### config.mk
export PLATFORM = sky130hd
export DESIGN_NAME = blgc_top
export DESIGN_NICKNAME = d
export VERILOG_FILES = /design/src/verilog/blgc_top.v
export VERILOG_INCLUDE_DIRS = /design/src /design/src/common
export SDC_FILE = /design/constraint.sdc
export NUM_CORES = 1
export LEC_CHECK = 0
export BUFFER_PORTS_ARGS = -buffer_cell sky130_fd_sc_hd__buf_4
export CAP_MARGIN = 30
export CORE_MARGIN = 8
export CORE_UTILIZATION = 36
export CTS_BUF_LIST = sky130_fd_sc_hd__clkbuf_4 sky130_fd_sc_hd__clkbuf_8 sky130_fd_sc_hd__clkbuf_16
export DETAILED_ROUTE_END_ITERATION = 10
export PLACE_DENSITY = 0.64
export SETUP_SLACK_MARGIN = 0.1
export SLEW_MARGIN = 20
export SYNTH_ARGS = -nofsm -noshare
export SYNTH_HDL_FRONTEND = slang
export SYNTH_SLANG_ARGS = --single-unit
### constraint.sdc
create_clock -name CORE_CLK -period 2.3 [get_ports CORE_CLK]
set_clock_uncertainty 0.2 [all_clocks]
set_input_delay 0.23 -clock CORE_CLK [delete_from_list [all_inputs] [get_ports CORE_CLK]]
set_output_delay 0.23 -clock CORE_CLK [all_outputs]
set_load 0.02 [all_outputs]
### src/common/blgc_regs.vh
`ifndef BLGC_REGS_VH
`define BLGC_REGS_VH

// ---------------------------------------------------------------------------
// Register offsets.
// ---------------------------------------------------------------------------
`define BLGC_MODE_CONTROL_ADDR      8'h01
`define BLGC_CONFIGURATION_ADDR     8'h04
`define BLGC_DAYLIGHT_MAX_ADDR      8'h09
`define BLGC_DAYLIGHT_DIM_ADDR      8'h0a
`define BLGC_OFFICE_MAX_ADDR        8'h0b
`define BLGC_OFFICE_DIM_ADDR        8'h0c
`define BLGC_DARK_MAX_ADDR          8'h0d
`define BLGC_DARK_DIM_ADDR          8'h0e
`define BLGC_STATUS_ADDR            8'h10
`define BLGC_STATE_ADDR             8'h11

// ---------------------------------------------------------------------------
// Field positions.
// ---------------------------------------------------------------------------
`define BLGC_ACTIVE_ENABLE_BIT      5
`define BLGC_AMBIENT_AUTO_EN_BIT    4
`define BLGC_DIM_EN_BIT             1
`define BLGC_BACKLIGHT_ON_BIT       0
`define BLGC_LEVEL_LSB              0
`define BLGC_LEVEL_MSB              1
`define BLGC_SINK_MASK_LSB          0

// ---------------------------------------------------------------------------
// Level codes and gain codes.
// ---------------------------------------------------------------------------
`define BLGC_LEVEL_DAYLIGHT         2'h0
`define BLGC_LEVEL_OFFICE           2'h1
`define BLGC_LEVEL_DARK             2'h2
`define BLGC_GAIN_1X                2'h0
`define BLGC_GAIN_1P5X              2'h1
`define BLGC_GAIN_2X                2'h2
`define BLGC_GAIN_OFF               2'h3

// ---------------------------------------------------------------------------
// Reset values.
// ---------------------------------------------------------------------------
`define BLGC_MODE_RESET             8'h00
`define BLGC_CONFIG_RESET           8'h00
`define BLGC_LEVEL_RESET            8'h00
`define BLGC_SINK_EN_RESET          8'h7f

// ---------------------------------------------------------------------------
// Timing: times in ns, counts derived at 5 ns per cycle.
// ---------------------------------------------------------------------------
`define BLGC_CLK_PERIOD_NS          5
`define BLGC_SETTLE_NS              100000
`define BLGC_SETTLE_CYC             (`BLGC_SETTLE_NS / `BLGC_CLK_PERIOD_NS)
`define BLGC_RST_FILTER_NS          50000
`define BLGC_RST_FILTER_CYC         (`BLGC_RST_FILTER_NS / `BLGC_CLK_PERIOD_NS)

`endif

### src/verilog/blgc_top.v
// Summary of operation
// Start every run at unity pump gain.
// Any enabled sink low: raise gain one step.
// Wait settle interval after each gain change.
// Still low after settling: raise to 2x.
// All enabled sinks high: lower one step.
// Ignore headroom flags of disabled sinks.
// Soft start until output near input, then 1x.
// Soft start on UVLO, fault, standby exit.
// Faults open all pump switches.
// Active enable bit set selects active mode.
// Standby when enable clear or reset pin held.
// Undervoltage resets registers, then standby.
// Power-on reset defaults registers, enters standby.
// Reset pin low: standby, defaults, no acknowledge.
// After release: defaults, standby, commands accepted.
// Reset pin acts only after full filter time.
// Level field: 00 daylight, 01 office, 10 dark.
// Level written by host or ambient logic.
// Each level uses its own max/dim pair.
// Backlight on follows backlight-on bit when active; the code holds it off during soft start and fault.
// Analog flags synchronized before use.
`timescale 1ns/10ps
`default_nettype none
`include "blgc_regs.vh"

module blgc_top #(
  // Sink count, then timing counts in core clock cycles.
  parameter                    NUM_SINKS  = 7,
  parameter                    SETTLE_CYC = `BLGC_SETTLE_CYC,
  parameter                    FILTER_CYC = `BLGC_RST_FILTER_CYC
) (
  input  wire                  CORE_CLK,
  input  wire                  RST_B,
  // Pin and analog levels, synchronised inside; the ambient level inputs are used unsynchronised.
  input  wire                  HW_RESET_PIN_N,
  input  wire                  UVLO_N,
  input  wire                  FAULT,
  input  wire                  SOFT_START_DONE,
  input  wire [NUM_SINKS-1:0]  HEADROOM_LOW,
  input  wire [NUM_SINKS-1:0]  HEADROOM_HIGH,
  input  wire                  AMBIENT_LEVEL_VALID,
  input  wire [1:0]            AMBIENT_LEVEL,
  // Register strobe bus on the core clock.
  input  wire                  REG_WR,
  input  wire                  REG_RD,
  input  wire [7:0]            REG_ADDR,
  input  wire [7:0]            REG_WDATA,
  output reg  [7:0]            REG_RDATA,
  output reg                   REG_ACK,
  // Pump, mode and brightness outputs.
  output reg  [1:0]            PUMP_GAIN,
  output reg                   SOFT_START_EN,
  output reg                   ACTIVE,
  output reg                   BACKLIGHT_ON,
  output reg                   DIM_SEL,
  output reg  [7:0]            MAX_LEVEL,
  output reg  [7:0]            DIM_LEVEL,
  output reg  [NUM_SINKS-1:0]  SINK_EN
);

  // -------------------------------------------------------------------------
  // State encodings.
  // -------------------------------------------------------------------------
  localparam [4:0] ST_STANDBY = 5'h01;  // Pump off, waiting for enable.
  localparam [4:0] ST_SOFT    = 5'h02;  // Limited current charge.
  localparam [4:0] ST_RUN     = 5'h04;  // Gain decisions allowed.
  localparam [4:0] ST_SETTLE  = 5'h08;  // Waiting after a gain change.
  localparam [4:0] ST_FAULT   = 5'h10;  // Switches open.
  // Any other code is caught by the default branch.

  // -------------------------------------------------------------------------
  // Synchronisers for asynchronous inputs.
  // -------------------------------------------------------------------------
  reg [NUM_SINKS+3:0] sync1_reg;      // First stage, read only by second.
  reg [NUM_SINKS+3:0] sync2_reg;      // Second stage, used by logic.
  reg [NUM_SINKS-1:0] hr_high_s1_reg; // First stage of high flags.
  reg [NUM_SINKS-1:0] hr_high_reg;    // Synchronised high flags.
  wire                rst_pin_s;      // Synchronised reset pin.
  wire                uvlo_n_s;       // Synchronised supply good.
  wire                fault_s;        // Synchronised fault.
  wire                ss_done_s;      // Synchronised soft start done.
  wire [NUM_SINKS-1:0] hr_low_s;      // Synchronised low flags.

  // Two flops on every analog or pin input except the ambient level inputs.
  always @(posedge CORE_CLK) begin
    if (!RST_B) begin
      // Pin and supply bits reset to their idle high level, so that
      // no false pin reset or undervoltage follows the core reset.
      sync1_reg      <= {{(NUM_SINKS+2){1'b0}}, 2'h3};
      sync2_reg      <= {{(NUM_SINKS+2){1'b0}}, 2'h3};
      hr_high_s1_reg <= {NUM_SINKS{1'b0}};
      hr_high_reg    <= {NUM_SINKS{1'b0}};
    end else begin
      // Low flags and pin levels share one chain.
      sync1_reg      <= {HEADROOM_LOW, SOFT_START_DONE, FAULT, UVLO_N, HW_RESET_PIN_N};
      sync2_reg      <= sync1_reg;
      hr_high_s1_reg <= HEADROOM_HIGH;
      hr_high_reg    <= hr_high_s1_reg;
    end
  end

  // Only the second stage is read by logic.
  assign rst_pin_s = sync2_reg[0];
  assign uvlo_n_s  = sync2_reg[1];
  assign fault_s   = sync2_reg[2];
  assign ss_done_s = sync2_reg[3];
  assign hr_low_s  = sync2_reg[NUM_SINKS+3:4];

  // -------------------------------------------------------------------------
  // Reset pin noise filter.
  // -------------------------------------------------------------------------
  reg [31:0] filt_cnt_reg;    // Cycles the pin has been low.
  reg        pin_reset_reg;   // Filtered reset pin is active.
  // The count stops at the limit, so a long hold keeps reset on.

  // Only a low lasting the whole filter time asserts reset.
  always @(posedge CORE_CLK) begin
    if (!RST_B) begin
      filt_cnt_reg  <= 32'h0;
      pin_reset_reg <= 1'b0;
    end else if (rst_pin_s) begin
      // Pin high: restart the count and release reset.
      filt_cnt_reg  <= 32'h0;
      pin_reset_reg <= 1'b0;
    end else if (filt_cnt_reg >= FILTER_CYC - 1) begin
      // Low for the whole filter time: reset takes hold.
      pin_reset_reg <= 1'b1;
    end else begin
      // A shorter glitch never reaches the limit.
      filt_cnt_reg  <= filt_cnt_reg + 32'h1;
    end
  end

  // Registers go to defaults under core reset, undervoltage or reset pin.
  wire reg_clear = !uvlo_n_s || pin_reset_reg;

  // -------------------------------------------------------------------------
  // Register file.
  // -------------------------------------------------------------------------
  reg [7:0] mode_reg;           // Mode control register.
  reg [7:0] config_reg;         // Configuration register, level field.
  reg [7:0] level_reg [0:5];    // Max/dim pairs for three levels.
  reg [7:0] sink_en_reg;        // Sink enable mask.
  wire      bus_ok = !reg_clear;
  wire      ambient_auto = mode_reg[`BLGC_AMBIENT_AUTO_EN_BIT];
  integer   i;

  // Host writes; ambient logic owns the level field in auto mode.
  always @(posedge CORE_CLK) begin
    if (!RST_B || reg_clear) begin
      mode_reg    <= `BLGC_MODE_RESET;
      config_reg  <= `BLGC_CONFIG_RESET;
      sink_en_reg <= `BLGC_SINK_EN_RESET;
      // Every max and dim level returns to zero.
      for (i = 0; i < 6; i = i + 1) begin
        level_reg[i] <= `BLGC_LEVEL_RESET;
      end
    end else begin
      // Writes land on the strobe edge; unknown offsets are ignored.
      if (REG_WR) begin
        case (REG_ADDR)
          `BLGC_MODE_CONTROL_ADDR: begin
            mode_reg <= REG_WDATA;
          end
          `BLGC_CONFIGURATION_ADDR: begin
            if (ambient_auto) begin
              // Level bits stay with the ambient logic.
              config_reg <= {REG_WDATA[7:2], config_reg[1:0]};
            end else begin
              config_reg <= REG_WDATA;
            end
          end
          `BLGC_DAYLIGHT_MAX_ADDR: level_reg[0] <= REG_WDATA;
          `BLGC_DAYLIGHT_DIM_ADDR: level_reg[1] <= REG_WDATA;
          `BLGC_OFFICE_MAX_ADDR:   level_reg[2] <= REG_WDATA;
          `BLGC_OFFICE_DIM_ADDR:   level_reg[3] <= REG_WDATA;
          `BLGC_DARK_MAX_ADDR:     level_reg[4] <= REG_WDATA;
          `BLGC_DARK_DIM_ADDR:     level_reg[5] <= REG_WDATA;
          `BLGC_STATUS_ADDR:       sink_en_reg  <= REG_WDATA;
          default: begin
          end
        endcase
      end
      // The ambient update comes last and wins over a host write.
      // Code 11 is not a level and is dropped.
      if (ambient_auto && AMBIENT_LEVEL_VALID && AMBIENT_LEVEL != 2'h3) begin
        config_reg[`BLGC_LEVEL_MSB:`BLGC_LEVEL_LSB] <= AMBIENT_LEVEL;
      end
    end
  end

  // -------------------------------------------------------------------------
  // Gain and mode sequencer.
  // -------------------------------------------------------------------------
  reg [4:0]  state_reg;          // One-hot sequencer state.
  reg [4:0]  state_next;
  reg [1:0]  gain_reg;           // Present pump gain.
  reg [1:0]  gain_next;
  reg [31:0] settle_cnt_reg;     // Settling countdown.
  reg [31:0] settle_cnt_next;

  // Disabled sinks never drive a gain decision.
  wire [NUM_SINKS-1:0] en_mask = sink_en_reg[NUM_SINKS-1:0];
  wire any_low  = |(hr_low_s & en_mask);
  wire all_high = &(hr_high_reg | ~en_mask);
  wire go_active = mode_reg[`BLGC_ACTIVE_ENABLE_BIT] && !reg_clear && uvlo_n_s;

  // Next-state logic for soft start and automatic gain.
  always @* begin
    state_next      = state_reg;
    gain_next       = gain_reg;
    settle_cnt_next = settle_cnt_reg;
    case (state_reg)
      ST_STANDBY: begin
        // Switches open until the enable bit is set.
        gain_next = `BLGC_GAIN_OFF;
        if (go_active) begin
          state_next = ST_SOFT;
        end
      end
      ST_SOFT: begin
        // Limited current charge, then unity gain.
        gain_next = `BLGC_GAIN_OFF;
        if (ss_done_s) begin
          state_next = ST_RUN;
          gain_next  = `BLGC_GAIN_1X;
        end
      end
      ST_RUN: begin
        // Up on any low flag, down only when all are high.
        if (any_low && gain_reg != `BLGC_GAIN_2X) begin
          gain_next       = gain_reg + 2'h1;
          state_next      = ST_SETTLE;
          settle_cnt_next = SETTLE_CYC - 1;
        end else if (!any_low && all_high && gain_reg != `BLGC_GAIN_1X) begin
          gain_next       = gain_reg - 2'h1;
          state_next      = ST_SETTLE;
          settle_cnt_next = SETTLE_CYC - 1;
        end
      end
      ST_SETTLE: begin
        // Hold the gain while the output settles.
        if (settle_cnt_reg == 32'h0) begin
          state_next = ST_RUN;
        end else begin
          settle_cnt_next = settle_cnt_reg - 32'h1;
        end
      end
      ST_FAULT: begin
        // Stay isolated until the fault clears.
        gain_next = `BLGC_GAIN_OFF;
        if (!fault_s) begin
          state_next = ST_SOFT;
        end
      end
      default: begin
        // An illegal code falls back to standby.
        state_next = ST_STANDBY;
        gain_next  = `BLGC_GAIN_OFF;
      end
    endcase
    // Leaving active mode or a fault overrides every state.
    if (!go_active) begin
      state_next = ST_STANDBY;
      gain_next  = `BLGC_GAIN_OFF;
    end else if (fault_s) begin
      state_next = ST_FAULT;
      gain_next  = `BLGC_GAIN_OFF;
    end
  end

  // State registers.
  always @(posedge CORE_CLK) begin
    if (!RST_B) begin
      // Core reset parks the sequencer with the pump open.
      state_reg      <= ST_STANDBY;
      gain_reg       <= `BLGC_GAIN_OFF;
      settle_cnt_reg <= 32'h0;
    end else begin
      state_reg      <= state_next;
      gain_reg       <= gain_next;
      settle_cnt_reg <= settle_cnt_next;
    end
  end

  // -------------------------------------------------------------------------
  // Outputs and register read port.
  // -------------------------------------------------------------------------
  // Level 11 is undefined and falls back to the daylight pair.
  wire [1:0] level_sel = config_reg[`BLGC_LEVEL_MSB:`BLGC_LEVEL_LSB];
  wire [2:0] pair_idx  = (level_sel == `BLGC_LEVEL_OFFICE) ? 3'h2 :
                         (level_sel == `BLGC_LEVEL_DARK)   ? 3'h4 : 3'h0;
  wire       run_now   = (state_reg == ST_RUN) || (state_reg == ST_SETTLE);
  wire [7:0] status    = {3'h0, state_reg};

  // Every output is registered.
  always @(posedge CORE_CLK) begin
    if (!RST_B) begin
      REG_RDATA     <= 8'h00;
      REG_ACK       <= 1'b0;
      PUMP_GAIN     <= `BLGC_GAIN_OFF;
      SOFT_START_EN <= 1'b0;
      ACTIVE        <= 1'b0;
      BACKLIGHT_ON  <= 1'b0;
      DIM_SEL       <= 1'b0;
      MAX_LEVEL     <= 8'h00;
      DIM_LEVEL     <= 8'h00;
      SINK_EN       <= {NUM_SINKS{1'b0}};
    end else begin
      // The acknowledge is withheld while held in reset.
      REG_ACK       <= (REG_WR || REG_RD) && bus_ok;
      // Read data follows the address every cycle.
      case (REG_ADDR)
        `BLGC_MODE_CONTROL_ADDR:  REG_RDATA <= mode_reg;
        `BLGC_CONFIGURATION_ADDR: REG_RDATA <= config_reg;
        `BLGC_DAYLIGHT_MAX_ADDR:  REG_RDATA <= level_reg[0];
        `BLGC_DAYLIGHT_DIM_ADDR:  REG_RDATA <= level_reg[1];
        `BLGC_OFFICE_MAX_ADDR:    REG_RDATA <= level_reg[2];
        `BLGC_OFFICE_DIM_ADDR:    REG_RDATA <= level_reg[3];
        `BLGC_DARK_MAX_ADDR:      REG_RDATA <= level_reg[4];
        `BLGC_DARK_DIM_ADDR:      REG_RDATA <= level_reg[5];
        `BLGC_STATUS_ADDR:        REG_RDATA <= sink_en_reg;
        `BLGC_STATE_ADDR:         REG_RDATA <= {gain_reg, 1'b0, status[4:0]};
        default:                  REG_RDATA <= 8'h00;
      endcase
      // Pump control shows the next state, one flop deep.
      PUMP_GAIN     <= gain_next;
      SOFT_START_EN <= (state_next == ST_SOFT);
      ACTIVE        <= go_active;
      BACKLIGHT_ON  <= run_now && mode_reg[`BLGC_BACKLIGHT_ON_BIT];
      DIM_SEL       <= mode_reg[`BLGC_DIM_EN_BIT];
      MAX_LEVEL     <= level_reg[pair_idx];
      DIM_LEVEL     <= level_reg[pair_idx + 3'h1];
      SINK_EN       <= go_active ? en_mask : {NUM_SINKS{1'b0}};
    end
  end

endmodule // blgc_top

`default_nettype wire

# After elaboration in Yosys (flattened, before gate mapping)
# Memories as Yosys holds them, arrays and structs flattened. A register that Yosys moved wholly into a read port is not among the register bits.
# Index checks and enable logic that the tools add are counted.
[word_totals] regBits=152 ram_bits=48 out_inout_bits=38 mem_count=1
[mem_list] name="level_reg" depth=6 word_bits=8 rd=8 rd_clocked_by_memory_dff=2 wr=6 line="blgc_top.v:143" text="reg [7:0] level_reg [0:5];"
[op_classes] add_sub_neg=5 magnitude_cmp=1 n_eq_ne=23 muxes=54 n_bitwise=12 n_reduce_logical=36
[op_table] operator="32-bit 2-to-1 mux" n=3
[op_table] operator="8-bit case mux with 10 select lines" n=1
[op_table] operator="32-bit case mux with 2 select lines" n=1
[op_table] operator="8-bit by 4-bit == test with 1-bit output, second input constant" n=6
[op_table] operator="8-bit 2-to-1 mux" n=6
[op_table] operator="32-bit by 1-bit adder with 32-bit output, second input constant" n=1
[op_table] operator="32-bit by 14-bit >= comparator with 1-bit output, second input constant" n=1
[op_table] operator="32-bit logical NOT" n=1
[op_table] operator="32-bit by 1-bit subtractor with 32-bit output, second input constant" n=1
[op_table] operator="5-bit 2-to-1 mux" n=6
[op_table] operator="1-bit 2-to-1 mux" n=26
[op_table] operator="5-bit case mux with 4 select lines" n=1
[op_table] operator="8-bit by 5-bit == test with 1-bit output, second input constant" n=2
[op_table] operator="2-bit 2-to-1 mux" n=7
[op_table] operator="5-bit by 2-bit == test with 1-bit output, second input constant" n=2
[op_table] operator="2-bit AND reduction" n=5
[op_table] operator="1-bit logical AND" n=9
[op_table] operator="8-bit by 1-bit == test with 1-bit output, second input constant" n=1
[op_table] operator="8-bit by 3-bit == test with 1-bit output, second input constant" n=1
[op_table] operator="2-bit nonzero test" n=4
[op_table] operator="7-bit bitwise AND" n=1
[op_table] operator="7-bit NOT" n=1
[op_table] operator="7-bit bitwise OR" n=1
[op_table] operator="7-bit AND reduction" n=1
[op_table] operator="22 further kinds" n=42

# Longest topological paths before layout
# Gate-level depths: netlist (run 1).
[depth] word_depth=11 depth_mapped=10 depth_no_buf=8

# Worst setup path before layout (run 1)
# OpenSTA, ideal clock, no wires.
[synth_timing] kind="input port to flip-flop" start="input port REG_ADDR[5]" end="memory level_reg[1][0] (enable)" setup_time_ps=384 arrival_ps=1949 t_required_ps=1716 slack_ps=-233 stages=5 path_cell_list="nor4_1 -> nand2_1 -> or2_2 -> clkbuf_1 -> o21ai_0"
[synth_rtl] item="from (decl)" line="blgc_top.v:47" text="input wire [7:0] REG_ADDR,"
[synth_rtl] item="to (decl)" line="blgc_top.v:143"

# Worst setup path after layout (run 1)
[layout_timing] start="register settle_cnt_reg[0]" end="register settle_cnt_reg[23]"
[layout_between] elab_chain_cells=3 elab_cells_between_ends=6
[layout_lines] item="from (decl)" line="blgc_top.v:200" text="reg [31:0] settle_cnt_reg;"
[layout_lines] item="from (signal assigned)" line="blgc_top.v:283" text="settle_cnt_reg <= settle_cnt_next;"
[layout_lines] item="32-bit by 1-bit subtractor with 32-bit output or 32-bit logical NOT (tied branches)" line="blgc_top.v:247, blgc_top.v:244"
[layout_lines] item="32-bit 2-to-1 mux or 2-bit inequality test (tied branches)"
[layout_lines] item="32-bit case mux with 2 select lines or 3-bit AND reduction (tied branches)"
# Parallel ways exist; a longest one is shown, timed or not. The select of a mux whose other input is x is not followed.
# A chain may end at the register's enable or synchronous reset.

==> results of run 1 <==
-- metal layers --
metal | vias to the layer above | track usage, % | routed length, um
li1 | 3634 | - | -
met2 | 180 | 25.49 | 11220
met1 | 3453 | 18.81 | 10370
met4 | 0 | 5.130 | 636
met3 | 45 | 2.647 | 1108
met5 | - | 0 | 0
-- kinds of logic (layout without fill, tap and decap cells) --
group,Yosys count,in the layout,synth area share (%)
AND/OR/NAND/NOR,406,406,24.40
flip-flops,216,216,53.50
AO/OA/AOI/OAI,154,154,11.17
buffers and inverters,63,273,2.717
multiplexers,39,39,4.473
XOR/XNOR,34,34,3.316
adder cells (fa/ha/maj),3,3,0.4180
-- report_power, final --
| group | total, mW | leakage, nW | switching, mW | internal, mW |
|---|---|---|---|---|
| Sequential | 4.00 | 1.87 | 0.0396 | 3.96 |
| Combinational | 0.435 | 2.42 | 0.227 | 0.208 |
| Clock | 3.92 | 0.419 | 1.52 | 2.40 |
-- layout make-up --
type / instances / area [um2] / area share [%]
repair buffers: 215 / 1780 / 14.76
clock inverters: 7 / 110.1 / 0.9127
clock buffers: 36 / 721.9 / 5.984
flip-flops and latches: 216 / 4810 / 39.87
well taps: 330 / 412.9 / 3.423
multi-input cells: 636 / 4173 / 34.59
inverters: 15 / 56.30 / 0.4667
-- worst max-delay path by stage --
stage | slack, ps | to | cells after the start | from
4_1_cts | -110 | settle_cnt_reg[23]$_SDFFE_PN0P_ | 8 | settle_cnt_reg[0]$_SDFFE_PN0P_
3_5_place_dp | -170 | settle_cnt_reg[11]$_SDFFE_PN0P_ | 8 | settle_cnt_reg[13]$_SDFFE_PN0P_
2_1_floorplan | -40 | settle_cnt_reg[17]$_SDFFE_PN0P_ | 7 | settle_cnt_reg[11]$_SDFFE_PN0P_
5_1_grt | -210 | settle_cnt_reg[29]$_SDFFE_PN0P_ | 8 | settle_cnt_reg[0]$_SDFFE_PN0P_
6_report | -80 | settle_cnt_reg[23]$_SDFFE_PN0P_ | 8 | settle_cnt_reg[0]$_SDFFE_PN0P_
3_3_place_gp | -150 | settle_cnt_reg[17]$_SDFFE_PN0P_ | 8 | settle_cnt_reg[13]$_SDFFE_PN0P_
-- critical path, stage by stage (launching register included) --
cell	delay [ps]
dfxtp_2	320
inv_2	50
ha_1	130
or4b_4	470
or4_4	520
o2111ai_4	290
nor4_1	100
xnor2_1	140
nor2_1	50
-- repair_timing --
action	CTS	global route
pin swaps	22	33
setup buffers	5	5
endpoints found under the hold margin	97	0
hold buffers	37	0
gates resized for setup	33	28
endpoints found under the setup margin	34	40
gates cloned	0	0
-- Yosys cell counts (10+ instances only) --
library cell  count  area [um2]
a211oi_1         33       247.7
a21oi_1          43       215.2
and2_1           99       619.3
and3_1           10       62.56
clkbuf_1         40       150.1
dfxtp_1         168        3363
edfxtp_1         48        1441
inv_1            15       56.30
mux2i_1          30       300.3
nand2_1          67       251.5
nand3_1          35       175.2
nor2_1           82       307.8
nor2b_1          19       118.9
nor3_1           21       105.1
nor4_1           16       100.1
o21ai_0          31       155.2
or3_1            12       75.07
xnor2_1          25       219.0
-- metrics by stage --
step	util [%]	cells
global placement	42.38	1365
CTS	47.96	1450
floorplan	-	915
global route	48.61	1455
finish	48.61	1455
detailed placement	42.38	1365
==> results.yml, run 1 <==
drt:
  routed_wl_mm: 23.34
  wl_per_cell_um: 16.04
  drt-initial-drc-count: 539
  vias_per_cell: 5.025
  vias: 7312
  drc: 0
  firstDrtPassIters: 5
  ant_nets: 0
setup_path:
  cp.arrival_ps: 2590
  critPathRequiredTime_ps: 2510
  worstPathMaxFanout: 6
  regToRegStartpoint: "settle_cnt_reg[0]$_SDFFE_PN0P_"
  reg2regPathDepth: 8
  crit_type: "reg -> reg"
  cp-start-kind: "register"
  reg2reg_to: "settle_cnt_reg[23]$_SDFFE_PN0P_"
  cp-end-kind: "register"
  reg2reg_slack_ps: -80
run:
  cap_viol_max_count: 0
synthesis:
  synth_cell_type_count: 51
  async_flop_share_pct: 0
  ys_seq_area_share_pct: 53.50
  synth_fp_nets: 959
  synthFlopType: "dfxtp_1"
  ys_ff_latch: 216
  synth_edf_count: 48
  ys_warn_count: 0
  synth_area_mm2: 0.008980
  syn_inst: 915
  synth_area_per_cell_um2: 9.814
floorplanning:
  rows: 58
  die_w_um: 173.9
  core_mm2: 0.02482
  initial_core_util_pct: 36.18
  dieHeight_um: 173.9
  num_io_pins: 79
  dieArea_mm2: 0.03025
power_and_ir_drop:
  p_total_mw: 8.352
  power_leakage_nw: 4.712
  power_density_mw_per_mm2: 692.3
  ir_drop_mv: 0.4636
clock_network:
  root_buffer: "clkbuf_16"
  clock_sinks: 216
  tritoncts: "yes"
  clkTransAtPathRegs_ps: 60
  cts.htree.levels: 1
  cts-buffers-inserted: 24
  insertion_delay_ps: 530
  cts_buffer_depth: 3
placed_design:
  pre_cts_ws_ps: -167.8
  gp_congestion: 0.8492
  post_dp_cell_area_mm2: 0.01052
  post-dp-hpwl_mm: 16.49
  io_buffers: 78
grt:
  antenna_found_initial: 0
  grt_max_degree: 24
  grt_pass1_vias: 7197
  grt_pass1_wl_mm: 37.42
  track_usage_pct: 14.97
  grt_overflow: 0
worst_hold_path:
  worstHoldPathCells: 3
  hold_start: "REG_ADDR[1]"
  min_to: "REG_RDATA[5]$_SDFF_PN0_"
  min_path_type: "in -> reg"
sta:
  slew_violations: 0
  final.setup.tns_ps: -502.3
  whs_ps: 99.08
  min_period_ps: 2382
  max_freq_mhz: 419.9
  rsz0062_at_grt: "yes"
  max_slew_margin_pct: 66.59
  finalHoldViolCount: 0
  post-route-period-util_pct: 103.5
  tightest_slew_ps: 501.1
  finalSetupViolCount: 9
  setup_slack_ps: -81.64
final_layout:
  design_area_mm2: 0.01206
  drive_gt1_share_pct: 26.04
  fillers: 2263
  mostFrequentLayoutCell: "buf_4"
  mostFrequentLayoutCells: "buf_4 (165), dfxtp_1 (164), and2_1 (99), nor2_1 (77), nand2_1 (66)"
  final_nets: 1152
  largest_reg_flops: 48
  n_antenna_cell: 0
  area_growth_pct: 34.35
status:
  violations: "setup timing"
  status: "complete, but fails checks"
Note: power is estimated with default switching activity, not from simulation.
==> run 2, diff against run 1 <==
--- a/config.mk
+++ b/config.mk
@@ -8,7 +8,7 @@
 export LEC_CHECK = 0
 export BUFFER_PORTS_ARGS = -buffer_cell sky130_fd_sc_hd__buf_4
 export CAP_MARGIN = 30
-export CORE_MARGIN = 8
+export CORE_MARGIN = 2
 export CORE_UTILIZATION = 36
 export CTS_BUF_LIST = sky130_fd_sc_hd__clkbuf_4 sky130_fd_sc_hd__clkbuf_8 sky130_fd_sc_hd__clkbuf_16
 export DETAILED_ROUTE_END_ITERATION = 10
==> results.yml, run 2 (same netlist as run 1, synthesis figures left out) <==
setup_path:
  cp-start-kind: "register"
  crit_type: "reg -> reg"
  cp.arrival_ps: 2680
  critPathRequiredTime_ps: 2530
  worstPathMaxFanout: 6
  cp-end-kind: "register"
final_layout:
  mostFrequentLayoutCell: "buf_4"
  mostFrequentLayoutCells: "buf_4 (174), dfxtp_1 (163), and2_1 (99), nor2_1 (80), nand2_1 (67)"
  area_growth_pct: 34.46
  design_area_mm2: 0.01207
  final_nets: 1153
  largest_reg_flops: 48
  regArea_mm2: 0.004811
  stdcell_count: 1450
  fin_util_pct: 49.50
  fillers: 2285
  drive_gt1_share_pct: 25.22
  n_antenna_cell: 0
  multi_input_area_mm2: 0.004113
drt:
  drt-initial-drc-count: 442
  routed_wl_mm: 23.10
  wl_met2_mm: 11.03
  ant_nets: 0
  vias_per_cell: 5.019
  top_layer: "met4"
  drc: 0
  wl_met1_mm: 10.36
  vias: 7277
  firstDrtPassIters: 7
  met3_length_mm: 1.098
  wl_per_cell_um: 15.93
status:
  status: "complete, but fails checks"
  violations: "setup timing"
sta:
  finalHoldViolCount: 0
  slew_violations: 0
  final.setup.tns_ps: -1036
  finalSetupViolCount: 16
  rsz0062_at_grt: "yes"
  setup_slack_ps: -146.8
  min_period_ps: 2447
  max_freq_mhz: 408.7
  post-route-period-util_pct: 106.4
  tightest_slew_ps: 675.7
  max_slew_margin_pct: 54.89
floorplanning:
  die_w_um: 161.9
  core_mm2: 0.02439
  initial_core_util_pct: 36.82
  num_io_pins: 79
  dieArea_mm2: 0.02622
  dieHeight_um: 161.9
  rows: 57
clock_network:
  insertion_delay_ps: 540
  clkTransAtPathRegs_ps: 60
  clock_sinks: 216
  root_buffer: "clkbuf_16"
  cts_buffer_depth: 3
  cts.htree.levels: 1
  cts-buffers-inserted: 24
  tritoncts: "yes"
placed_design:
  dp_cells: 1367
  io_buffers: 78
  post-dp-hpwl_mm: 16.07
  post_dp_cell_area_mm2: 0.01057
  pre_cts_ws_ps: -166.6
  gp_congestion: 0.8981
grt:
  grt_max_degree: 31
  track_usage_pct: 17.68
  antenna_found_initial: 0
  grt_overflow: 0
  grt_pass1_vias: 7199
  grt_pass1_wl_mm: 37.23
power_and_ir_drop:
  ir_drop_mv: 0.4685
  power_density_mw_per_mm2: 728.4
  power_leakage_nw: 4.736
run:
  cap_viol_max_count: 0
worst_hold_path:
  min_path_type: "in -> reg"
-- run 2: final cells by class --
cell class	instances	area share [%]
Sequential cell	216	39.84
Multi-Input combinational cell	636	34.06
Timing Repair Buffer	216	14.52
Clock buffer	33	6.031
Tap cell	324	3.358
Clock inverter	10	1.720
Inverter	15	0.4663
-- run 2: worst paths after layout --
path | slack, ps | to | depth (start not counted) | start
setup / recovery | -150 | settle_cnt_reg[27]$_SDFFE_PN0P_ | 9 | settle_cnt_reg[0]$_SDFFE_PN0P_
hold / removal | 5 | hr_high_reg[2]$_SDFF_PN0_ | 3 | RST_B
setup reg to reg | -150 | settle_cnt_reg[27]$_SDFFE_PN0P_ | 9 | settle_cnt_reg[0]$_SDFFE_PN0P_
hold reg to reg | 230 | sync2_reg[0]$_SDFF_PN1_ | 1 | sync1_reg[0]$_SDFF_PN1_
-- run 2: report_power, final --
group          internal [mW]  total [mW]  switching (mW)
Combinational          0.207       0.437           0.230
Clock                   2.79        4.36            1.57
Sequential              3.96        4.00          0.0394
Total                   6.95        8.79            1.84
-- run 2: critical path: stages (launching register included) --
cell and delay, ps:
dfxtp_2 330, inv_2 50, ha_1 120, or4b_4 460, or4_4 530, o2111ai_4 280, buf_4 170, nor2_2 30
xnor2_1 120, nor2_1 50
-- run 2: per-stage QoR --
step | hold WS, ps | total power, mW
2_1_floorplan | 131.5 | 4.263
3_3_place_gp | 203.4 | 4.466
3_5_place_dp | 211.4 | 4.471
4_1_cts | 0.4916 | 8.888
5_1_grt | 17.24 | 9.084
6_report | 4.834 | 8.794
-- run 2: routing by layer --
| metal | vias to the layer above | track usage, % |
|---|---|---|
| li1 | 3646 | - |
| met1 | 3400 | 23.39 |
| met2 | 188 | 29.92 |
| met3 | 43 | 2.273 |
| met4 | 0 | 6.034 |
| met5 | - | 0 |
-- run 2: repair_timing --
action,CTS,global route
setup buffers,2,3
hold buffers,35,0
gates resized for setup,23,16
endpoints found under the hold margin,91,0
endpoints found under the setup margin,34,39
pin swaps,7,6
==> run 3, diff against run 2 <==
--- a/config.mk
+++ b/config.mk
@@ -9,10 +9,10 @@
 export BUFFER_PORTS_ARGS = -buffer_cell sky130_fd_sc_hd__buf_4
 export CAP_MARGIN = 30
 export CORE_MARGIN = 2
-export CORE_UTILIZATION = 36
+export CORE_UTILIZATION = 30
 export CTS_BUF_LIST = sky130_fd_sc_hd__clkbuf_4 sky130_fd_sc_hd__clkbuf_8 sky130_fd_sc_hd__clkbuf_16
 export DETAILED_ROUTE_END_ITERATION = 10
-export PLACE_DENSITY = 0.64
+export PLACE_DENSITY = 0.46
 export SETUP_SLACK_MARGIN = 0.1
 export SLEW_MARGIN = 20
 export SYNTH_ARGS = -nofsm -noshare
==> results.yml, run 3 (same netlist as run 1, synthesis figures left out) <==
status:
  status: "complete, but fails checks"
  violations: "setup timing"
grt:
  grt_pass1_wl_mm: 39.20
  grt_max_degree: 35
  grt_pass1_vias: 7167
  track_usage_pct: 15.86
  antenna_found_initial: 0
  grt_overflow: 0
sta:
  post-route-period-util_pct: 105.2
  max_freq_mhz: 413.4
  finalHoldViolCount: 0
  finalSetupViolCount: 7
  final.setup.tns_ps: -653.7
  min_period_ps: 2419
  max_slew_margin_pct: 59.02
  setup_slack_ps: -119.0
  tightest_slew_ps: 614.8
  slew_violations: 0
  whs_ps: 84.64
  rsz0062_at_grt: "yes"
clock_network:
  cts.htree.levels: 1
  insertion_delay_ps: 530
  clkTransAtPathRegs_ps: 60
  tritoncts: "yes"
  cts_buffer_depth: 3
  clock_sinks: 216
  root_buffer: "clkbuf_16"
  cts-buffers-inserted: 25
floorplanning:
  num_io_pins: 79
  dieHeight_um: 177.0
  core_mm2: 0.02956
  initial_core_util_pct: 30.38
  rows: 63
  die_w_um: 177.0
  dieArea_mm2: 0.03133
drt:
  firstDrtPassIters: 6
  drt-initial-drc-count: 449
  vias: 7165
  ant_nets: 0
  routed_wl_mm: 24.72
  drc: 0
  vias_per_cell: 4.705
  wl_per_cell_um: 16.23
final_layout:
  mostFrequentLayoutCells: "buf_4 (180), dfxtp_1 (164), and2_1 (99), nor2_1 (81), nand2_1 (67)"
  drive_gt1_share_pct: 25.42
  n_antenna_cell: 0
  area_growth_pct: 34.75
  largest_reg_flops: 48
  final_nets: 1160
  mostFrequentLayoutCell: "buf_4"
setup_path:
  critPathRequiredTime_ps: 2520
  cp.arrival_ps: 2640
  cp-end-kind: "register"
  crit_slowest_cell: "or4_4"
  critical_path.cell_chain: "inv_2 -> ha_4 -> or4b_4 -> or4_4 -> o2111ai_4 -> nor2_1 -> xnor2_1 -> nor2_1"
  slowest_delay_ps: 530
  worst_path_most_repeated_cell: "nor2_1"
  crit_type: "reg -> reg"
  worstPathMaxFanout: 6
  cp-start-kind: "register"
power_and_ir_drop:
  p_total_mw: 8.500
  power_density_mw_per_mm2: 702.4
  ir_drop_mv: 0.4239
  power_leakage_nw: 4.725
placed_design:
  io_buffers: 78
  post-dp-hpwl_mm: 17.42
  gp_congestion: 0.7919
run:
  cap_viol_max_count: 0
worst_hold_path:
  min_path_type: "in -> reg"
-- run 3: changes by cell type in the layout (fill, tap and decap cells not counted), moves of 4 or more --
| cell | previous run | this run |
|---|---|---|
| clkbuf_4 | 3 | 7 |
| buf_6 | 5 | 0 |
| buf_4 | 174 | 180 |
| nor3_2 | 1 | 5 |
-- run 3: area by class of cell --
cell class | count | area [um2]
Multi-Input combinational cell | 636 | 4076
Inverter | 15 | 56.30
Timing Repair Buffer | 222 | 1822
Sequential cell | 216 | 4810
Clock inverter | 6 | 87.58
Clock buffer | 38 | 760.7
Tap cell | 390 | 488.0
Fill cell | 2954 | 17460
-- run 3: where the power goes --
part	internal, mW	switching (mW)	total, mW	leakage (nW)
Clock	2.50	1.54	4.04	0.429
Sequential	3.96	0.0410	4.00	1.87
Combinational	0.219	0.241	0.459	2.43
-- run 3: what timing repair did --
action	CTS	global route
hold buffers	37	0
hold endpoints to repair	95	0
endpoints found under the setup margin	36	41
setup buffers	1	6
pin swaps	6	13
gates resized for setup	8	20
-- run 3: worst max-delay path: cells and delay by family (launching register included) --
family / cells / cell delay (ps)
AO/OA/AOI/OAI: 1 / 320
XOR/XNOR: 1 / 140
buffers and inverters: 1 / 70
flip-flops: 1 / 310
adder cells (fa/ha/maj): 1 / 120
AND/OR/NAND/NOR: 4 / 1140
-- run 3: final timing paths --
path | end | cells after the start | slack [ps] | startpoint
hold reg to reg | sync2_reg[1]$_SDFF_PN1_ | 1 | 230 | sync1_reg[1]$_SDFF_PN1_
setup / recovery | settle_cnt_reg[27]$_SDFFE_PN0P_ | 8 | -120 | settle_cnt_reg[0]$_SDFFE_PN0P_
setup reg to reg | settle_cnt_reg[27]$_SDFFE_PN0P_ | 8 | -120 | settle_cnt_reg[0]$_SDFFE_PN0P_
hold / removal | REG_RDATA[5]$_SDFF_PN0_ | 4 | 80 | REG_ADDR[2]
-- run 3: metal layers --
metal  vias to the layer above  wire, um  track usage (%)
met3                        39       952            2.169
met4                         0       507            4.408
met5                         -         0                0
met1                      3365     11480            21.20
li1                       3645         -                -
met2                       116     11780            26.73
-- run 3: through the flow --
stage	utilization, %	instances	worst slack [ps]	area [um2]
final	40.94	1523	-119.0	12100
after global routing	40.94	1523	-218.7	12100
after CTS	40.49	1517	-117.6	11970
after detailed placement	36.22	1435	-202.9	10710
after global placement	36.22	1435	-147.8	10710
after floorplan	-	915	-41.99	9011
